File: src/rtl/epi_pkg.sv
package epi_pkg;

    // ------------------------------------------------------------
    // register map (byte offsets on the plain register port)
    // ------------------------------------------------------------
    localparam logic [3:0] EPI_ADDR_SENSE = 4'h0;  // ext_irq_sense_ctrl
    localparam logic [3:0] EPI_ADDR_EN = 4'h1;     // enables: a, b, lo, mid, hi
    localparam logic [3:0] EPI_ADDR_FLAGS = 4'h2;  // pending flags, write one to clear
    localparam logic [3:0] EPI_ADDR_MASK_LO = 4'h3;
    localparam logic [3:0] EPI_ADDR_MASK_MID = 4'h4;
    localparam logic [3:0] EPI_ADDR_MASK_HI = 4'h5;
    localparam logic [3:0] EPI_ADDR_PINS = 4'h6;   // live dedicated pin levels

    // ------------------------------------------------------------
    // field positions and reset values
    // ------------------------------------------------------------
    localparam int EPI_BIT_A = 0;
    localparam int EPI_BIT_B = 1;
    localparam int EPI_BIT_LO = 2;
    localparam int EPI_BIT_MID = 3;
    localparam int EPI_BIT_HI = 4;
    localparam int EPI_SENSE_A_POS = 0;
    localparam int EPI_SENSE_B_POS = 2;
    localparam logic [7:0] EPI_SENSE_RST = 8'h00;
    localparam logic [7:0] EPI_EN_RST = 8'h00;
    localparam logic [7:0] EPI_MASK_RST = 8'h00;
    localparam logic [7:0] EPI_MASK_MID_USED = 8'h7F; // line 15 does not exist
    localparam logic [7:0] EPI_SENSE_USED = 8'h0F;    // bits 7..4 read zero
    localparam logic [7:0] EPI_EN_USED = 8'h1F;

    // ------------------------------------------------------------
    // sense encoding of each dedicated pin
    // ------------------------------------------------------------
    typedef enum logic [1:0] {
        EPI_SENSE_LOW = 2'h0,
        EPI_SENSE_ANY = 2'h1,
        EPI_SENSE_FALL = 2'h2,
        EPI_SENSE_RISE = 2'h3
    } epi_sense_t;

endpackage

File: src/rtl/epi_pin_detect.sv
`timescale 1ns/1ps

// ------------------------------------------------------------
// one dedicated pin: sampler and sense decode
// ------------------------------------------------------------
module epi_pin_detect
    import epi_pkg::*;
(
    // clock and reset
    input wire logic clk,
    input wire logic reset_n,
    // pin and setting
    input wire logic pin,
    input wire logic [1:0] sense,
    input wire logic io_clk_run,
    // results
    output logic edge_event,
    output logic level_low,
    output logic pin_state
);
    logic sync1_q, sync1_d;
    logic sync2_q, sync2_d;
    logic prev_q, prev_d;
    logic rise, fall;

    // next sampler values; edges only seen while the i/o clock runs
    always_comb begin
        sync1_d = pin;
        sync2_d = sync1_q;
        prev_d = sync2_q;
        if (!io_clk_run) begin
            prev_d = prev_q; // edge memory frozen, as with a halted clock
        end
    end

    // sampler registers, idle high so reset makes no false edge
    always_ff @(posedge clk) begin
        if (!reset_n) begin
            sync1_q <= 1'b1;
            sync2_q <= 1'b1;
            prev_q <= 1'b1;
        end else begin
            sync1_q <= sync1_d;
            sync2_q <= sync2_d;
            prev_q <= prev_d;
        end
    end

    // sense decode; only the second stage is compared
    always_comb begin
        rise = sync2_q & ~prev_q;
        fall = ~sync2_q & prev_q;
        case (epi_sense_t'(sense))
            EPI_SENSE_ANY: edge_event = io_clk_run & (rise | fall);
            EPI_SENSE_FALL: edge_event = io_clk_run & fall;
            EPI_SENSE_RISE: edge_event = io_clk_run & rise;
            default: edge_event = 1'b0;
        endcase
    end

    // low level taken straight from the pin, needs no clock
    assign level_low = (epi_sense_t'(sense) == EPI_SENSE_LOW) & ~pin;
    assign pin_state = sync2_q;

endmodule

File: src/rtl/epi_ext_irq.sv
// The plain strobed port and the placing of the registers are this design's own decisions.
`timescale 1ns/1ps

module epi_ext_irq
    import epi_pkg::*;
(
    // clock and reset
    input wire logic clk,
    input wire logic reset_n,
    // register port
    input wire logic [3:0] reg_addr,
    input wire logic [7:0] reg_wdata,
    input wire logic reg_wr,
    input wire logic reg_rd,
    output logic [7:0] reg_rdata,
    // core status
    input wire logic global_irq_en,
    input wire logic sleep_active,
    input wire logic sleep_idle,
    input wire logic startup_done,
    input wire logic irq_ack_a,
    input wire logic irq_ack_b,
    input wire logic irq_ack_lo,
    input wire logic irq_ack_mid,
    input wire logic irq_ack_hi,
    // pins, read back from the pad even when driven as outputs
    input wire logic ext_irq_pin_a,
    input wire logic ext_irq_pin_b,
    input wire logic [23:0] pin_change_inputs,
    // requests and wake
    output logic ext_irq_a_req,
    output logic ext_irq_b_req,
    output logic pin_change_group_lo_irq,
    output logic pin_change_group_mid_irq,
    output logic pin_change_group_hi_irq,
    output logic wake_req,
    output logic io_clk_run
);
    // ------------------------------------------------------------
    // registers
    // ------------------------------------------------------------
    logic [7:0] ext_irq_sense_ctrl_q, ext_irq_sense_ctrl_d;
    logic [7:0] irq_enable_q, irq_enable_d;
    logic [7:0] pin_change_mask_lo_q, pin_change_mask_lo_d;
    logic [7:0] pin_change_mask_mid_q, pin_change_mask_mid_d;
    logic [7:0] pin_change_mask_hi_q, pin_change_mask_hi_d;
    logic [7:0] flags_q, flags_d;
    logic [7:0] rdata_q, rdata_d;
    logic [23:0] pc_prev_q, pc_prev_d;

    logic edge_a, edge_b, low_a, low_b, state_a, state_b;
    logic [23:0] pc_mask;
    logic [23:0] pc_toggle;
    logic [7:0] set_vec;
    logic [7:0] clr_vec;
    logic [7:0] ack_vec;
    logic pc_async_any;
    logic level_any;

    // ------------------------------------------------------------
    // i/o clock gate
    // ------------------------------------------------------------
    // the i/o clock halts in every sleep mode but idle
    assign io_clk_run = ~sleep_active | sleep_idle;

    // ------------------------------------------------------------
    // dedicated pins
    // ------------------------------------------------------------
    epi_pin_detect u_det_a (
        .clk(clk),
        .reset_n(reset_n),
        .pin(ext_irq_pin_a),
        .sense(ext_irq_sense_ctrl_q[EPI_SENSE_A_POS +: 2]),
        .io_clk_run(io_clk_run),
        .edge_event(edge_a),
        .level_low(low_a),
        .pin_state(state_a)
    );

    epi_pin_detect u_det_b (
        .clk(clk),
        .reset_n(reset_n),
        .pin(ext_irq_pin_b),
        .sense(ext_irq_sense_ctrl_q[EPI_SENSE_B_POS +: 2]),
        .io_clk_run(io_clk_run),
        .edge_event(edge_b),
        .level_low(low_b),
        .pin_state(state_b)
    );

    // ------------------------------------------------------------
    // pin-change lines
    // ------------------------------------------------------------
    // mask vector; mid group has no line 15
    assign pc_mask = {pin_change_mask_hi_q,
                      pin_change_mask_mid_q & EPI_MASK_MID_USED,
                      pin_change_mask_lo_q};

    // per-line toggle against the last seen level
    genvar gi;
    generate
        for (gi = 0; gi < 24; gi++) begin : g_pc
            assign pc_toggle[gi] = pc_mask[gi] & (pin_change_inputs[gi] ^ pc_prev_q[gi]);
        end
    endgenerate

    // combinational compare needs no clock, so it can wake from any sleep
    assign pc_async_any = |pc_toggle;

    // low level held: wake without clock, interrupt only if it lasts
    assign level_any = (low_a & irq_enable_q[EPI_BIT_A]) | (low_b & irq_enable_q[EPI_BIT_B]);
    assign wake_req = pc_async_any | level_any;

    // ------------------------------------------------------------
    // pending flags
    // ------------------------------------------------------------
    // event collection; also true for pins we drive ourselves
    always_comb begin
        set_vec = 8'h00;
        set_vec[EPI_BIT_A] = edge_a;
        set_vec[EPI_BIT_B] = edge_b;
        set_vec[EPI_BIT_LO] = |pc_toggle[7:0];
        set_vec[EPI_BIT_MID] = |pc_toggle[14:8];
        set_vec[EPI_BIT_HI] = |pc_toggle[23:16];
        ack_vec = 8'h00;
        ack_vec[EPI_BIT_A] = irq_ack_a;
        ack_vec[EPI_BIT_B] = irq_ack_b;
        ack_vec[EPI_BIT_LO] = irq_ack_lo;
        ack_vec[EPI_BIT_MID] = irq_ack_mid;
        ack_vec[EPI_BIT_HI] = irq_ack_hi;
        clr_vec = ack_vec;
        if (reg_wr && reg_addr == EPI_ADDR_FLAGS) begin
            clr_vec = ack_vec | reg_wdata;
        end
        // set wins over a clear in the same cycle
        flags_d = ((flags_q & ~clr_vec) | set_vec) & EPI_EN_USED;
        // toggles are consumed once a clock runs to register them
        pc_prev_d = pin_change_inputs;
    end

    // flag and history registers
    always_ff @(posedge clk) begin
        if (!reset_n) begin
            flags_q <= 8'h00;
            pc_prev_q <= 24'h000000;
        end else begin
            flags_q <= flags_d;
            pc_prev_q <= pc_prev_d;
        end
    end

    // ------------------------------------------------------------
    // requests
    // ------------------------------------------------------------
    // level mode requests as long as the pin stays low; a level gone before
    // start-up ends leaves only the wake, since low_x has dropped by then
    always_comb begin
        ext_irq_a_req = global_irq_en & irq_enable_q[EPI_BIT_A] &
                        (flags_q[EPI_BIT_A] | (low_a & startup_done));
        ext_irq_b_req = global_irq_en & irq_enable_q[EPI_BIT_B] &
                        (flags_q[EPI_BIT_B] | (low_b & startup_done));
        pin_change_group_lo_irq = global_irq_en & irq_enable_q[EPI_BIT_LO] & flags_q[EPI_BIT_LO];
        pin_change_group_mid_irq = global_irq_en & irq_enable_q[EPI_BIT_MID] &
                                   flags_q[EPI_BIT_MID];
        pin_change_group_hi_irq = global_irq_en & irq_enable_q[EPI_BIT_HI] & flags_q[EPI_BIT_HI];
    end

    // ------------------------------------------------------------
    // register port
    // ------------------------------------------------------------
    // writes and read mux
    always_comb begin
        ext_irq_sense_ctrl_d = ext_irq_sense_ctrl_q;
        irq_enable_d = irq_enable_q;
        pin_change_mask_lo_d = pin_change_mask_lo_q;
        pin_change_mask_mid_d = pin_change_mask_mid_q;
        pin_change_mask_hi_d = pin_change_mask_hi_q;
        if (reg_wr) begin
            case (reg_addr)
                EPI_ADDR_SENSE: ext_irq_sense_ctrl_d = reg_wdata & EPI_SENSE_USED;
                EPI_ADDR_EN: irq_enable_d = reg_wdata & EPI_EN_USED;
                EPI_ADDR_MASK_LO: pin_change_mask_lo_d = reg_wdata;
                EPI_ADDR_MASK_MID: pin_change_mask_mid_d = reg_wdata & EPI_MASK_MID_USED;
                EPI_ADDR_MASK_HI: pin_change_mask_hi_d = reg_wdata;
                default: ;
            endcase
        end
        rdata_d = 8'h00;
        if (reg_rd) begin
            case (reg_addr)
                EPI_ADDR_SENSE: rdata_d = ext_irq_sense_ctrl_q;
                EPI_ADDR_EN: rdata_d = irq_enable_q;
                EPI_ADDR_FLAGS: rdata_d = flags_q;
                EPI_ADDR_MASK_LO: rdata_d = pin_change_mask_lo_q;
                EPI_ADDR_MASK_MID: rdata_d = pin_change_mask_mid_q;
                EPI_ADDR_MASK_HI: rdata_d = pin_change_mask_hi_q;
                EPI_ADDR_PINS: rdata_d = {6'h00, state_b, state_a};
                default: rdata_d = 8'h00; // unmapped reads zero
            endcase
        end
    end

    // register storage
    always_ff @(posedge clk) begin
        if (!reset_n) begin
            ext_irq_sense_ctrl_q <= EPI_SENSE_RST;
            irq_enable_q <= EPI_EN_RST;
            pin_change_mask_lo_q <= EPI_MASK_RST;
            pin_change_mask_mid_q <= EPI_MASK_RST;
            pin_change_mask_hi_q <= EPI_MASK_RST;
            rdata_q <= 8'h00;
        end else begin
            ext_irq_sense_ctrl_q <= ext_irq_sense_ctrl_d;
            irq_enable_q <= irq_enable_d;
            pin_change_mask_lo_q <= pin_change_mask_lo_d;
            pin_change_mask_mid_q <= pin_change_mask_mid_d;
            pin_change_mask_hi_q <= pin_change_mask_hi_d;
            rdata_q <= rdata_d;
        end
    end

    assign reg_rdata = rdata_q;

endmodule

File: config.mk
export PLATFORM = sky130hd
export DESIGN_NAME = epi_ext_irq
export DESIGN_NICKNAME = d
export VERILOG_FILES = /design/src/rtl/epi_pkg.sv /design/src/rtl/epi_pin_detect.sv /design/src/rtl/epi_ext_irq.sv
export SDC_FILE = /design/constraint.sdc
export NUM_CORES = 1
export LEC_CHECK = 0
export BUFFER_PORTS_ARGS = -buffer_cell sky130_fd_sc_hd__buf_2
export CORE_ASPECT_RATIO = 0.8
export CORE_MARGIN = 3
export CORE_UTILIZATION = 58
export CTS_CLUSTER_DIAMETER = 150
export DETAILED_ROUTE_END_ITERATION = 12
export MAX_ROUTING_LAYER = met4
export PLACE_DENSITY_LB_ADDON = 0.12
export SYNTH_ARGS = -nofsm -noshare
export SYNTH_HDL_FRONTEND = slang
export SYNTH_HIERARCHICAL = 1
export SYNTH_SLANG_ARGS = --single-unit
File: constraint.sdc
create_clock -name clk -period 2.71 [get_ports clk]
set_input_delay 0.1355 -clock clk [delete_from_list [all_inputs] [get_ports clk]]
set_output_delay 0.1355 -clock clk [all_outputs]
set_load 0.1 [all_outputs]
==> metrics.md, run 1 <==
| Metric | Value |
|---|---|
| Clock buffer depth | 2 |
| HPWL Detailed | 5.75 mm |
| Seq pwr share | 54.2% |
| Crit-path cells | xor2_1 -> a222oi_1 -> nand3_1 -> or4_1 -> buf_2 |
| Syn nets | 390 |
| Initial Utilization | 62.9% |
| Ys Warns | 6 |
| Buf+Inv Stages, Crit Path | 1 |
| Pin count of the biggest net entering global routing | 40 |
| Register area share after synthesis | 44.9% |
| Gp weighted congestion | 0.893 |
| CP Data Arrival Time | 2.22 ns |
| Setup crit start kind | flop |
| Most common cell after layout, fill and taps aside | dfxtp_1 |
| Setup Skew | 0.00624 ns |
| Vias in the first global route | 2583 |
| Post-synthesis register bit count | 74 |
| Multi-input logic area | 0.00173 mm² |
| Post-synth EDFFs | 0 |
| Class of the worst hold path | input pin to flop |
| Final Slew Violations | 0 |
| Die height | 73.4 µm |
| Initial DRT Pass Iterations | 5 |
| RSZ-0062 raised after global routing | no |
| Global route total overflow | 0 |
| Worst-Margin Slew | 0.498 ns |
| Switching Fraction | 25.5% |
| Nets@finish | 462 |
| Status | finished clean |
| Netlist Area Pre-Place | 0.00330 mm² |
| Global-route wire length before repair | 13.0 mm |
| Initial antenna violation count | 0 |
| Fillers | 408 |
| CTS Buf Count | 9 |
| Sw power | 535 µW |
| Critical path peak fanout | 2 |
| Mapped Cells | 335 |
| Pre-CTS setup slack | 0.733 ns |
| Pint | 1.56 mW |
| Hold Violations, Final | 0 |
| Residual DRC | 0 |
| Peak Freq | 425 MHz |
| Row cnt | 23 |
| Sink Count | 74 |
| N_diodes | 0 |
| Initial detailed-routing violation count | 272 |
| Clk pwr share | 34.7% |
| Post-CTS resize count | 0 |
| Gate power share | 11.1% |
| CP max stage delay | 0.55 ns |
| Highest-count cells in the layout ignoring fill and taps | 74 x dfxtp_1, 64 x buf_2, 30 x nor2b_1 |
| DR vias/cell | 5.53 |
| Horiz. Die Dim | 90.3 µm |
| Crit path setup slack, layout | 0.357 ns |
| TNS Setup | 0 ns |
| Leak Pwr | 1.73 nW |
| IO Port Bufs | 64 |
| Crit. End Element | output port |
| Final ANT Viol Nets | 0 |
| Final setup violation count | 0 |
| CTS clock-pin slew for the worst setup and hold paths | 0.07 ns |
| CP max-delay cell | or4_1 |
| Worst EP required | 2.57 ns |
| Routed wire length per instance | 16.6 µm |
| I/O Pins | 66 |
| Post-synth cell types | 39 |
| MaxCap Viol Count | 0 |
| FF+latch area | 0.00148 mm² |
| Total routed wirelength | 8.07 mm |
| Delay-heaviest family, CP | simple AND/OR/NAND/NOR gates |
| Crit path kind | flop to output port |
| Area growth from synthesis to layout | 18.9% |
| Post-synth ARST share | 0% |
| TritonCTS clock tree | yes |
| Share of cells above drive strength 1 | 21.2% |
| Clock tree root buffer cell | clkbuf_8 |
| Slew headroom | 67.0% |
| Total track usage | 26.5% |
| Final Critical Period | 2.35 ns |
| H-Tree Depth | 3 |
| VDD IR max | 0.000344 V |
| Core Region | 0.00524 mm² |
| Syn Area/Cell | 9.84 µm² |
| Routed via count | 2683 |
| Final worst-path cycle share | 86.8% |
| Ys flop type | dfxtp_1 |
| Power density cells | 535 mW/mm² |
| Clk_lat worst skew | 0.35 ns |
| Area of the die | 0.00663 mm² |
-- synth_stat cells, types with 7 or more instances --
cell type,instances,share of area [%]
a21oi_1,12,1.8
xor2_1,23,6.1
nor2_1,7,0.80
nand2_1,19,2.2
dfxtp_1,74,45
a21boi_0,8,1.8
nor2b_1,30,5.7
and2_1,24,4.6
clkbuf_1,9,1.0
a22oi_1,13,3.0
nand2b_1,11,2.1
nand3_1,12,1.8
mux2i_1,28,8.5
-- flip-flops by register name, indices dropped and copies added (netlist names) --
name,flops
pin_change_mask_lo_q,8
pin_change_mask_mid_q,7
u_det_a/pin_state,1
flags_q,5
u_det_b/prev_q,1
reg_rdata,8
pin_change_mask_hi_q,8
u_det_a/sync1_q,1
u_det_a/prev_q,1
u_det_b/sync1_q,1
u_det_b/pin_state,1
pc_prev_q,23
ext_irq_sense_ctrl_q,4
irq_enable_q,5
-- through the flow --
step                util, %  instances  hold slack [ns]  total power [mW]  cell area (µm²)
floorplan                 -        335            0.209              1.30             3300
global placement       69.7        460            0.337              1.37             3650
detailed placement     69.7        460            0.349              1.38             3650
CTS                    74.8        485         0.000438              2.11             3920
global route           74.8        485          0.00270              2.18             3920
finish                 74.8        485           0.0128              2.10             3920
-- cell type report --
class	count	share of cell area, %
clock buffer	11	3.61
clock inverter	3	0.447
inverter	4	0.383
multi-input combinational	242	44.2
sequential	74	37.8
tap	75	2.39
timing repair buffer	76	11.2
-- cells by family (layout without fill, tap and decap cells) --
kind of cell / after synthesis / after routing / share of synthesized area [%]
flip-flops: 74 / 74 / 44.9
AO/OA/AOI/OAI: 55 / 55 / 12.0
adder cells (fa/ha/maj): 4 / 4 / 1.52
AND/OR/NAND/NOR: 127 / 127 / 22.3
buffers and inverters: 19 / 94 / 2.54
multiplexers: 33 / 33 / 10.6
XOR/XNOR: 23 / 23 / 6.11
-- power groups by stage --
stage / combinational (mW) / sequential (mW) / clock, mW
6_report: 0.233 / 1.14 / 0.727
5_1_grt: 0.255 / 1.14 / 0.787
4_1_cts: 0.230 / 1.14 / 0.741
3_5_place_dp: 0.216 / 1.16 / 0
3_3_place_gp: 0.213 / 1.16 / 0
2_1_floorplan: 0.138 / 1.16 / 0
-- metal layers --
metal,GRT usage (%),share of wire (%),vias to the layer above
met5,-,0,-
met4,13.2,2.7,0
met3,6.45,6.4,28
met2,39.5,44,115
met1,33.9,46,1224
li1,-,-,1316
-- worst reg2reg max path: cells and delay by family, from the launching register on --
kind | cells | cell delay, ns
flops | 1 | 0.39
compound gates | 2 | 0.44
simple gates | 1 | 0.14
buf+inv | 1 | 0.06
fa+ha+maj | 1 | 0.29
-- what timing repair did --
action / CTS / global route
setup buffers: 0 / 0
hold endpoints to repair: 11 / 0
hold buffers: 11 / 0
endpoints found under the setup margin: 0 / 0
-- path summary, 6_finish.rpt --
kind / start / end / slack, ns / depth (start not counted)
worst max-delay path: pc_prev_q[12] / wake_req / 0.36 / 5
worst max register to register: u_det_a/pin_state / flags_q[0] / 1.34 / 5
worst min-delay path: pin_change_inputs[9] / pc_prev_q[9] / 0.01 / 2
worst min register to register: u_det_b/sync1_q / u_det_b/pin_state / 0.41 / 1
No activity file was read; power rests on OpenSTA's default activity.
==> inputs of run 2 (changes only) <==
--- a/config.mk
+++ b/config.mk
@@ -5,6 +5,7 @@
 export SDC_FILE = /design/constraint.sdc
 export NUM_CORES = 1
 export LEC_CHECK = 0
+export ABC_AREA = 1
 export BUFFER_PORTS_ARGS = -buffer_cell sky130_fd_sc_hd__buf_2
 export CORE_ASPECT_RATIO = 0.8
 export CORE_MARGIN = 3
==> run 2 against run 1 <==
Worst hold slack gained 0.0077 ns. Register-to-register slack gained 0.10 ns. Largest cell class unchanged. Clock-buffer cell count grew 1. Flip-flop and latch count is the same. Sequential power is essentially flat. Routed wire length grew 14%. Highest routed layer unchanged. Worst setup slack gained 0.39 ns. Final cell count grew 47%. Clock skew shrank 0.0039 ns. First-iteration DRC count grew 6.3%.
==> metrics.md, run 2 <==
| Metric | Value |
|---|---|
| Status | finished clean (unchanged) |
| Most frequent cell after synthesis | nand2_1 (was dfxtp_1) |
| Peak Freq | 510 MHz (was 425 MHz) |
| Compound-Gate Fraction of Synth Area | 10.4% (was 12.0%) |
| Crit Reg-Reg Endpoint | flags_q[0] (unchanged) |
| CTS clock-pin slew for the worst setup and hold paths | 0.07 ns (about the same) |
| Global-route wire length before repair | 15.5 mm (was 13.0 mm) |
| Worst reg2reg path depth | 7 (was 5) |
| Horiz. Die Dim | 93.6 µm (was 90.3 µm) |
| Crit-path cells | inv_1 -> nand2_2 -> nor2_1 -> nand2_1 -> nand2_1 -> nor2_1 -> nand3_1 -> nor2_1 -> nand2_1 -> buf_2 (was xor2_1 -> a222oi_1 -> nand3_1 -> or4_1 -> buf_2) |
| Area growth from synthesis to layout | 22.2% (was 18.9%) |
| Clk_lat worst skew | 0.35 ns (about the same) |
| Register area share after synthesis | 41.6% (was 44.9%) |
| Nets@finish | 686 (was 462) |
| Routed via count | 3543 (was 2683) |
| Startpoint of the worst hold path | pin_change_inputs[13] (was pin_change_inputs[9]) |
| Gp weighted congestion | 0.923 (was 0.893) |
| Die height | 76.0 µm (was 73.4 µm) |
| Vias in the first global route | 3270 (was 2583) |
| Hold endpoint | pc_prev_q[13] (was pc_prev_q[9]) |
| Leak Pwr | 2.22 nW (was 1.73 nW) |
| H-Tree Depth | 3 (unchanged) |
| Setup Skew | 0.00236 ns (was 0.00624 ns) |
| Largest register FFs | 23 (unchanged) |
| Synth area leader | dfxtp_1 (unchanged) |
| Netlist Area Pre-Place | 0.00356 mm² (was 0.00330 mm²) |
| Simple-gate share of the synthesized area | 32.0% (was 22.3%) |
| Class of the worst hold path | input pin to flop (unchanged) |
| Initial antenna violation count | 0 (unchanged) |
| Gr busiest metal | met2 (unchanged) |
| Largest Register | pc_prev_q (unchanged) |
| Crit. End Element | output port (unchanged) |
| Post-CTS repair timing setup buffer count | 0 (unchanged) |
| Final Critical Period | 1.96 ns (was 2.35 ns) |
| Core Region | 0.00568 mm² (was 0.00524 mm²) |
| Delay-heaviest family, CP | simple AND/OR/NAND/NOR gates (unchanged) |
| Setup crit start kind | flop (unchanged) |
| TNS Setup | 0 ns (unchanged) |
| Global route total overflow | 0 (unchanged) |
| CP Data Arrival Time | 1.82 ns (was 2.22 ns) |
| Hold Violations, Final | 0 (unchanged) |
| Slew headroom | 60.6% (was 67.0%) |
| Total track usage | 28.2% (was 26.5%) |
| Synth area leaders | dfxtp_1 42%, nand2_1 15%, inv_1 12% (was dfxtp_1 45%, mux2i_1 8.5%, xor2_1 6.1%) |
| Final ANT Viol Nets | 0 (unchanged) |
| RSZ-0062 raised after global routing | no (unchanged) |
| Met2 usage | 43.8% (was 39.5%) |
| Initial Utilization | 62.7% (was 62.9%) |
| Mux cell area share after synthesis | 0% (was 10.6%) |
| Hold path depth | 3 (was 2) |
| Initial DRT Pass Iterations | 5 (unchanged) |
| Sink Count | 74 (unchanged) |
| Fin util | 76.6% (was 74.8%) |
| Residual DRC | 0 (unchanged) |
| MaxCap Viol Count | 0 (unchanged) |
| Post-synthesis adder-cell area fraction | 1.41% (was 1.52%) |
| Origin of the critical flop-to-flop path | u_det_a/pin_state (unchanged) |
| CP max-delay cell | buf_2 (was or4_1) |
| Clock buffer depth | 2 (unchanged) |
| Post-CTS resize count | 0 (unchanged) |
| Syn Area/Cell | 6.55 µm² (was 9.84 µm²) |
| Power density cells | 519 mW/mm² (was 535 mW/mm²) |
| Worst R2R Setup Slack | 1.44 ns (was 1.34 ns) |
| Worst-Margin Slew | 0.587 ns (was 0.498 ns) |
| Post-synthesis register bit count | 74 (unchanged) |
| Ys flop type | dfxtp_1 (unchanged) |
| Top cell type's share of synthesized area | 41.6% (was 44.9%) |
| Pin count of the biggest net entering global routing | 37 (was 40) |
| Total routed wirelength | 9.19 mm (was 8.07 mm) |
| DR vias/cell | 4.97 (was 5.53) |
| Worst EP required | 2.57 ns (about the same) |
| Buf+Inv Stages, Crit Path | 2 (was 1) |
| Clock tree root buffer cell | clkbuf_8 (unchanged) |
| Post-synth top cells | 143 x nand2_1, 117 x inv_1, 74 x dfxtp_1 (was 74 x dfxtp_1, 30 x nor2b_1, 28 x mux2i_1) |
| Final worst-path cycle share | 72.3% (was 86.8%) |
| Row cnt | 24 (was 23) |
| Most common cell after layout, fill and taps aside | nand2_1 (was dfxtp_1) |
| Mapped Cells | 543 (was 335) |
| Fillers | 466 (was 408) |
| Post-synth cell types | 22 (was 39) |
| CTS Buf Count | 9 (unchanged) |
| VDD IR max | 0.000342 V (was 0.000344 V) |
| HPWL Detailed | 6.41 mm (was 5.75 mm) |
| CP max stage delay | 0.42 ns (was 0.55 ns) |
| Post-CTS Hold Fix Bufs | 24 (was 11) |
| Global routing usage on met1 | 37.6% (was 33.9%) |
| Area of the die | 0.00711 mm² (was 0.00663 mm²) |
| Final setup violation count | 0 (unchanged) |
| Initial detailed-routing violation count | 289 (was 272) |
| Final Slew Violations | 0 (unchanged) |
| IO Port Bufs | 64 (unchanged) |
| TritonCTS clock tree | yes (unchanged) |
| Routed wire length per instance | 12.9 µm (was 16.6 µm) |
| Share of cells above drive strength 1 | 15.0% (was 21.2%) |
| Post-synth ARST share | 0% (unchanged) |
| XOR/XNOR share of the synthesized area | 0% (was 6.11%) |
| Ys Warns | 6 (unchanged) |
| M3 GR Usage | 5.63% (was 6.45%) |
| Post-synth EDFFs | 0 (unchanged) |
| N_diodes | 0 (unchanged) |
| Critical path peak fanout | 3 (was 2) |
| Crit path kind | flop to output port (unchanged) |
| I/O Pins | 66 (unchanged) |
| Largest family of logic cells by synthesized area | simple AND/OR/NAND/NOR gates (unchanged) |
| Syn nets | 598 (was 390) |
| Highest-count cells in the layout ignoring fill and taps | 143 x nand2_1, 117 x inv_1, 74 x dfxtp_1 (was 74 x dfxtp_1, 64 x buf_2, 30 x nor2b_1) |
run 2: changes by cell type in the layout (fill, tap and decap cells not counted), sizes merged, moves of 8 or more:
cell	before	now
inv	4	118
and2	24	0
xor2	23	0
mux2i	28	0
nand2	19	148
o21ai	0	25
nor2	7	49
a22oi	13	0
nor2b	30	0
a21boi	8	0
a21oi	12	39
nand3	13	56
nand2b	11	0
dlygate4sd3	11	24
run 2: per-stage QoR:
stage	setup slack (ns)	power [mW]	std cells	hold WS, ns	cell area (µm²)
floorplan	0.155	1.32	543	0.204	3570
global placement	1.16	1.41	674	0.327	3920
detailed placement	1.13	1.42	674	0.336	3920
CTS	0.771	2.26	713	0.00593	4350
global route	0.569	2.36	713	0.0216	4350
finish	0.750	2.26	713	0.0205	4350
run 2: worst max-delay path by stage:
stage	start	slack (ns)	depth (start not counted)	endpoint
after global placement	ext_irq_sense_ctrl_q[1]	1.16	10	wake_req
after floorplan	irq_enable_q[2]	0.15	2	pin_change_group_lo_irq
after global routing	pin_change_inputs[10]	0.57	11	wake_req
after CTS	ext_irq_sense_ctrl_q[1]	0.77	10	wake_req
after detailed placement	reg_addr[3]	1.13	5	ext_irq_sense_ctrl_q[3]
final	ext_irq_sense_ctrl_q[3]	0.75	10	wake_req
run 2: logic make-up after synthesis:
kind of cell,Yosys count
AND/OR/NAND/NOR,263
flip-flops,74
buffers and inverters,131
AO/OA/AOI/OAI,71
adder cells (fa/ha/maj),4
run 2: layout make-up:
cell class	instances	area [µm²]	area share, %
Inverter	119	447	10.3
Multi-Input combinational cell	338	1570	36.1
Clock buffer	12	145	3.34
Tap cell	78	97.6	2.24
Timing Repair Buffer	89	568	13.1
Sequential cell	74	1480	34.1
Clock inverter	3	40.0	0.921
run 2: power breakdown:
| part | switching, mW | internal, mW |
|---|---|---|
| Combinational | 0.183 | 0.0999 |
| Clock | 0.389 | 0.443 |
| Sequential | 0.0182 | 1.12 |
| Total | 0.590 | 1.66 |
run 2: worst reg2reg max path: cells and delay by family (launching register included):
family                     cells  cell delay (ns)
DFF                            1             0.40
adders and majority gates      1             0.29
and+or+nand+nor                3             0.26
AOI/OAI and AO/OA              1             0.13
buffers and inverters          2             0.11
run 2: per-layer routing:
metal / part of all wire [%] / wire, µm / vias up
li1: - / - / 1834
met1: 47 / 4300 / 1571
met2: 46 / 4190 / 125
met3: 6.4 / 584 / 13
met4: 1.3 / 120 / 0
met5: 0 / 0 / -
==> inputs of run 3 (changes only) <==
--- a/config.mk
+++ b/config.mk
@@ -9,7 +9,7 @@
 export BUFFER_PORTS_ARGS = -buffer_cell sky130_fd_sc_hd__buf_2
 export CORE_ASPECT_RATIO = 0.8
 export CORE_MARGIN = 3
-export CORE_UTILIZATION = 58
+export CORE_UTILIZATION = 55
 export CTS_CLUSTER_DIAMETER = 150
 export DETAILED_ROUTE_END_ITERATION = 12
 export MAX_ROUTING_LAYER = met4
==> constraint.sdc (replaced) <==
create_clock -name clk -period 1.9 [get_ports clk]
set_input_delay 0.095 -clock clk [delete_from_list [all_inputs] [get_ports clk]]
set_output_delay 0.095 -clock clk [all_outputs]
set_load 0.1 [all_outputs]
==> run 3 against run 2 <==
Non-clock buffer count is 7 higher. Die area is 5.1% higher. Global-route usage is 1.7 points lower. Combinational power is 50% higher. Sequential power is 43% higher. Total power is 36% higher. Final cell count is 1.4% higher. Register-to-register slack worse by 0.81 ns. Via count is 0.96% higher. Largest cell class unchanged.
==> metrics.md, run 3 (synthesized netlist as in run 2, its figures left out) <==
| Metric | Value |
|---|---|
| Initial DRT Pass Iterations | 6 (was 5) |
| Pin count of the biggest net entering global routing | 19 (was 37) |
| DR vias/cell | 4.95 (was 4.97) |
| Horiz. Die Dim | 95.9 µm (was 93.6 µm) |
| RSZ-0062 raised after global routing | no (unchanged) |
| Core Region | 0.00607 mm² (was 0.00568 mm²) |
| Final Critical Period | 1.75 ns |
| Crit. End Element | output port (unchanged) |
| Sink Count | 74 (unchanged) |
| Share of cells above drive strength 1 | 16.2% (was 15.0%) |
| H-Tree Depth | 3 (unchanged) |
| Slew headroom | 64.4% (was 60.6%) |
| Clock buffer depth | 2 (unchanged) |
| Worst-Margin Slew | 0.530 ns (was 0.587 ns) |
| Power density cells | 694 mW/mm² (was 519 mW/mm²) |
| Vias in the first global route | 3213 (was 3270) |
| Residual DRC | 0 (unchanged) |
| Final instance area | 0.00441 mm² (was 0.00435 mm²) |
| Routed via count | 3577 (was 3543) |
| Final setup violation count | 0 (unchanged) |
| N_diodes | 0 (unchanged) |
| TNS Setup | 0 ns (unchanged) |
| IO Port Bufs | 64 (unchanged) |
| Initial Utilization | 58.6% (was 62.7%) |
| MaxCap Viol Count | 0 (unchanged) |
| TritonCTS clock tree | yes (unchanged) |
| CP max stage delay | 0.44 ns (was 0.42 ns) |
| Routed wire length per instance | 12.6 µm (was 12.9 µm) |
| Area of the die | 0.00747 mm² (was 0.00711 mm²) |
| Worst EP required | 1.80 ns (was 2.57 ns) |
| Total routed wirelength | 9.11 mm (was 9.19 mm) |
| Setup Skew | 0.00555 ns (was 0.00236 ns) |
| Leak Pwr | 2.24 nW (was 2.22 nW) |
| Largest register FFs | 23 (unchanged) |
| Area growth from synthesis to layout | 23.9% (was 22.2%) |
| Setup crit start kind | flop (unchanged) |
| CTS Buf Count | 9 (unchanged) |
| Nets@finish | 693 (was 686) |
| Total track usage | 26.4% (was 28.2%) |
| Largest Register | pc_prev_q (unchanged) |
| Final Slew Violations | 0 (unchanged) |
| Final worst-path cycle share | 92.2% |
| VDD IR max | 0.000536 V (was 0.000342 V) |
| Status | finished clean (unchanged) |
| Final ANT Viol Nets | 0 (unchanged) |
| Class of the worst hold path | input pin to flop (unchanged) |
| Crit path kind | flop to output port (unchanged) |
| Buf+Inv Stages, Crit Path | 2 (unchanged) |
| Post-CTS repair timing setup buffer count | 0 (unchanged) |
| CP max-delay cell | buf_2 (unchanged) |
| Die height | 77.9 µm (was 76.0 µm) |
| Fin util | 72.6% (was 76.6%) |
| Peak Freq | 571 MHz |
| I/O Pins | 66 (unchanged) |
| CTS clock-pin slew for the worst setup and hold paths | 0.07 ns (about the same) |
| Initial antenna violation count | 0 (unchanged) |
| Clock tree root buffer cell | clkbuf_8 (unchanged) |
| Highest-count cells in the layout ignoring fill and taps | 143 x nand2_1, 117 x inv_1, 74 x dfxtp_1 (unchanged) |
| Gp weighted congestion | 0.918 (was 0.923) |
| Clk_lat worst skew | 0.35 ns (about the same) |
| Initial detailed-routing violation count | 297 (was 289) |
| Global route total overflow | 0 (unchanged) |
| Hold Violations, Final | 0 (unchanged) |
| HPWL Detailed | 6.63 mm (was 6.41 mm) |
| Crit-path cells | inv_1 -> nand2_2 -> nor2_1 -> a21oi_1 -> nor3_2 -> buf_2 (was inv_1 -> nand2_2 -> nor2_1 -> nand2_1 -> nand2_1 -> nor2_1 -> nand3_1 -> nor2_1 -> nand2_1 -> buf_2) |
| Critical path peak fanout | 3 (unchanged) |
| Global-route wire length before repair | 14.9 mm (was 15.5 mm) |
| Cell Area, Placed | 0.00397 mm² (was 0.00392 mm²) |
| Row cnt | 25 (was 24) |
| CP Data Arrival Time | 1.66 ns (was 1.82 ns) |
| Delay-heaviest family, CP | buffers and inverters (was simple AND/OR/NAND/NOR gates) |
| Most common cell after layout, fill and taps aside | nand2_1 (unchanged) |
run 3: worst paths after layout:
| check | start | end | slack (ns) | cells past startpoint |
|---|---|---|---|---|
| setup reg to reg | u_det_a/pin_state | flags_q[0] | 0.63 | 7 |
| hold reg to reg | u_det_b/sync1_q | u_det_b/pin_state | 0.40 | 2 |
| setup / recovery | ext_irq_sense_ctrl_q[3] | ext_irq_b_req | 0.15 | 6 |
| hold / removal | irq_ack_a | flags_q[0] | 0.02 | 4 |
run 3: worst register-to-register path: stages, from the launching register on:
cell and delay (ns):
dfxtp_1 0.41, inv_1 0.06, ha_1 0.29, nand2_1 0.10, nand3_2 0.07, nor2_1 0.09, inv_1 0.06, a21oi_1 0.13
run 3: repair_timing:
item	4_1_cts	5_1_grt
hold buffers	27	0
resized for setup	1	4
hold endpoints to repair	26	0
pin swaps	0	0
setup endpoints to repair	1	2
run 3: layout make-up:
cell class | instances | area, µm²
inverter | 119 | 447
tap | 81 | 101
clock buffer | 11 | 131
multi-input combinational | 338 | 1590
fill | 506 | 1660
clock inverter | 4 | 20.0
timing repair buffer | 96 | 637
sequential | 74 | 1480
run 3: metrics by stage:
stage | hold slack [ns] | total power [mW] | std cells | worst slack, ns
after floorplan | 0.164 | 1.89 | 543 | 0.0218
after global placement | 0.284 | 2.02 | 681 | 0.371
after detailed placement | 0.293 | 2.03 | 681 | 0.348
after CTS | 0.0177 | 3.06 | 723 | 0.0550
after global routing | 0.0229 | 3.19 | 723 | 0.00529
final | 0.0159 | 3.06 | 723 | 0.149
run 3: power by group:
part           internal, mW  leakage, nW  total, mW  switching [mW]
clock                 0.458       0.0827       1.01           0.548
sequential             1.60        0.605       1.63          0.0265
combinational         0.158         1.55      0.424           0.266
total                  2.22         2.24       3.06           0.840
run 3: routing by layer:
metal	track usage [%]	wire length [µm]
met1	36.0	4190
met2	39.6	4080
met3	6.69	723
met4	5.68	119
met5	-	0
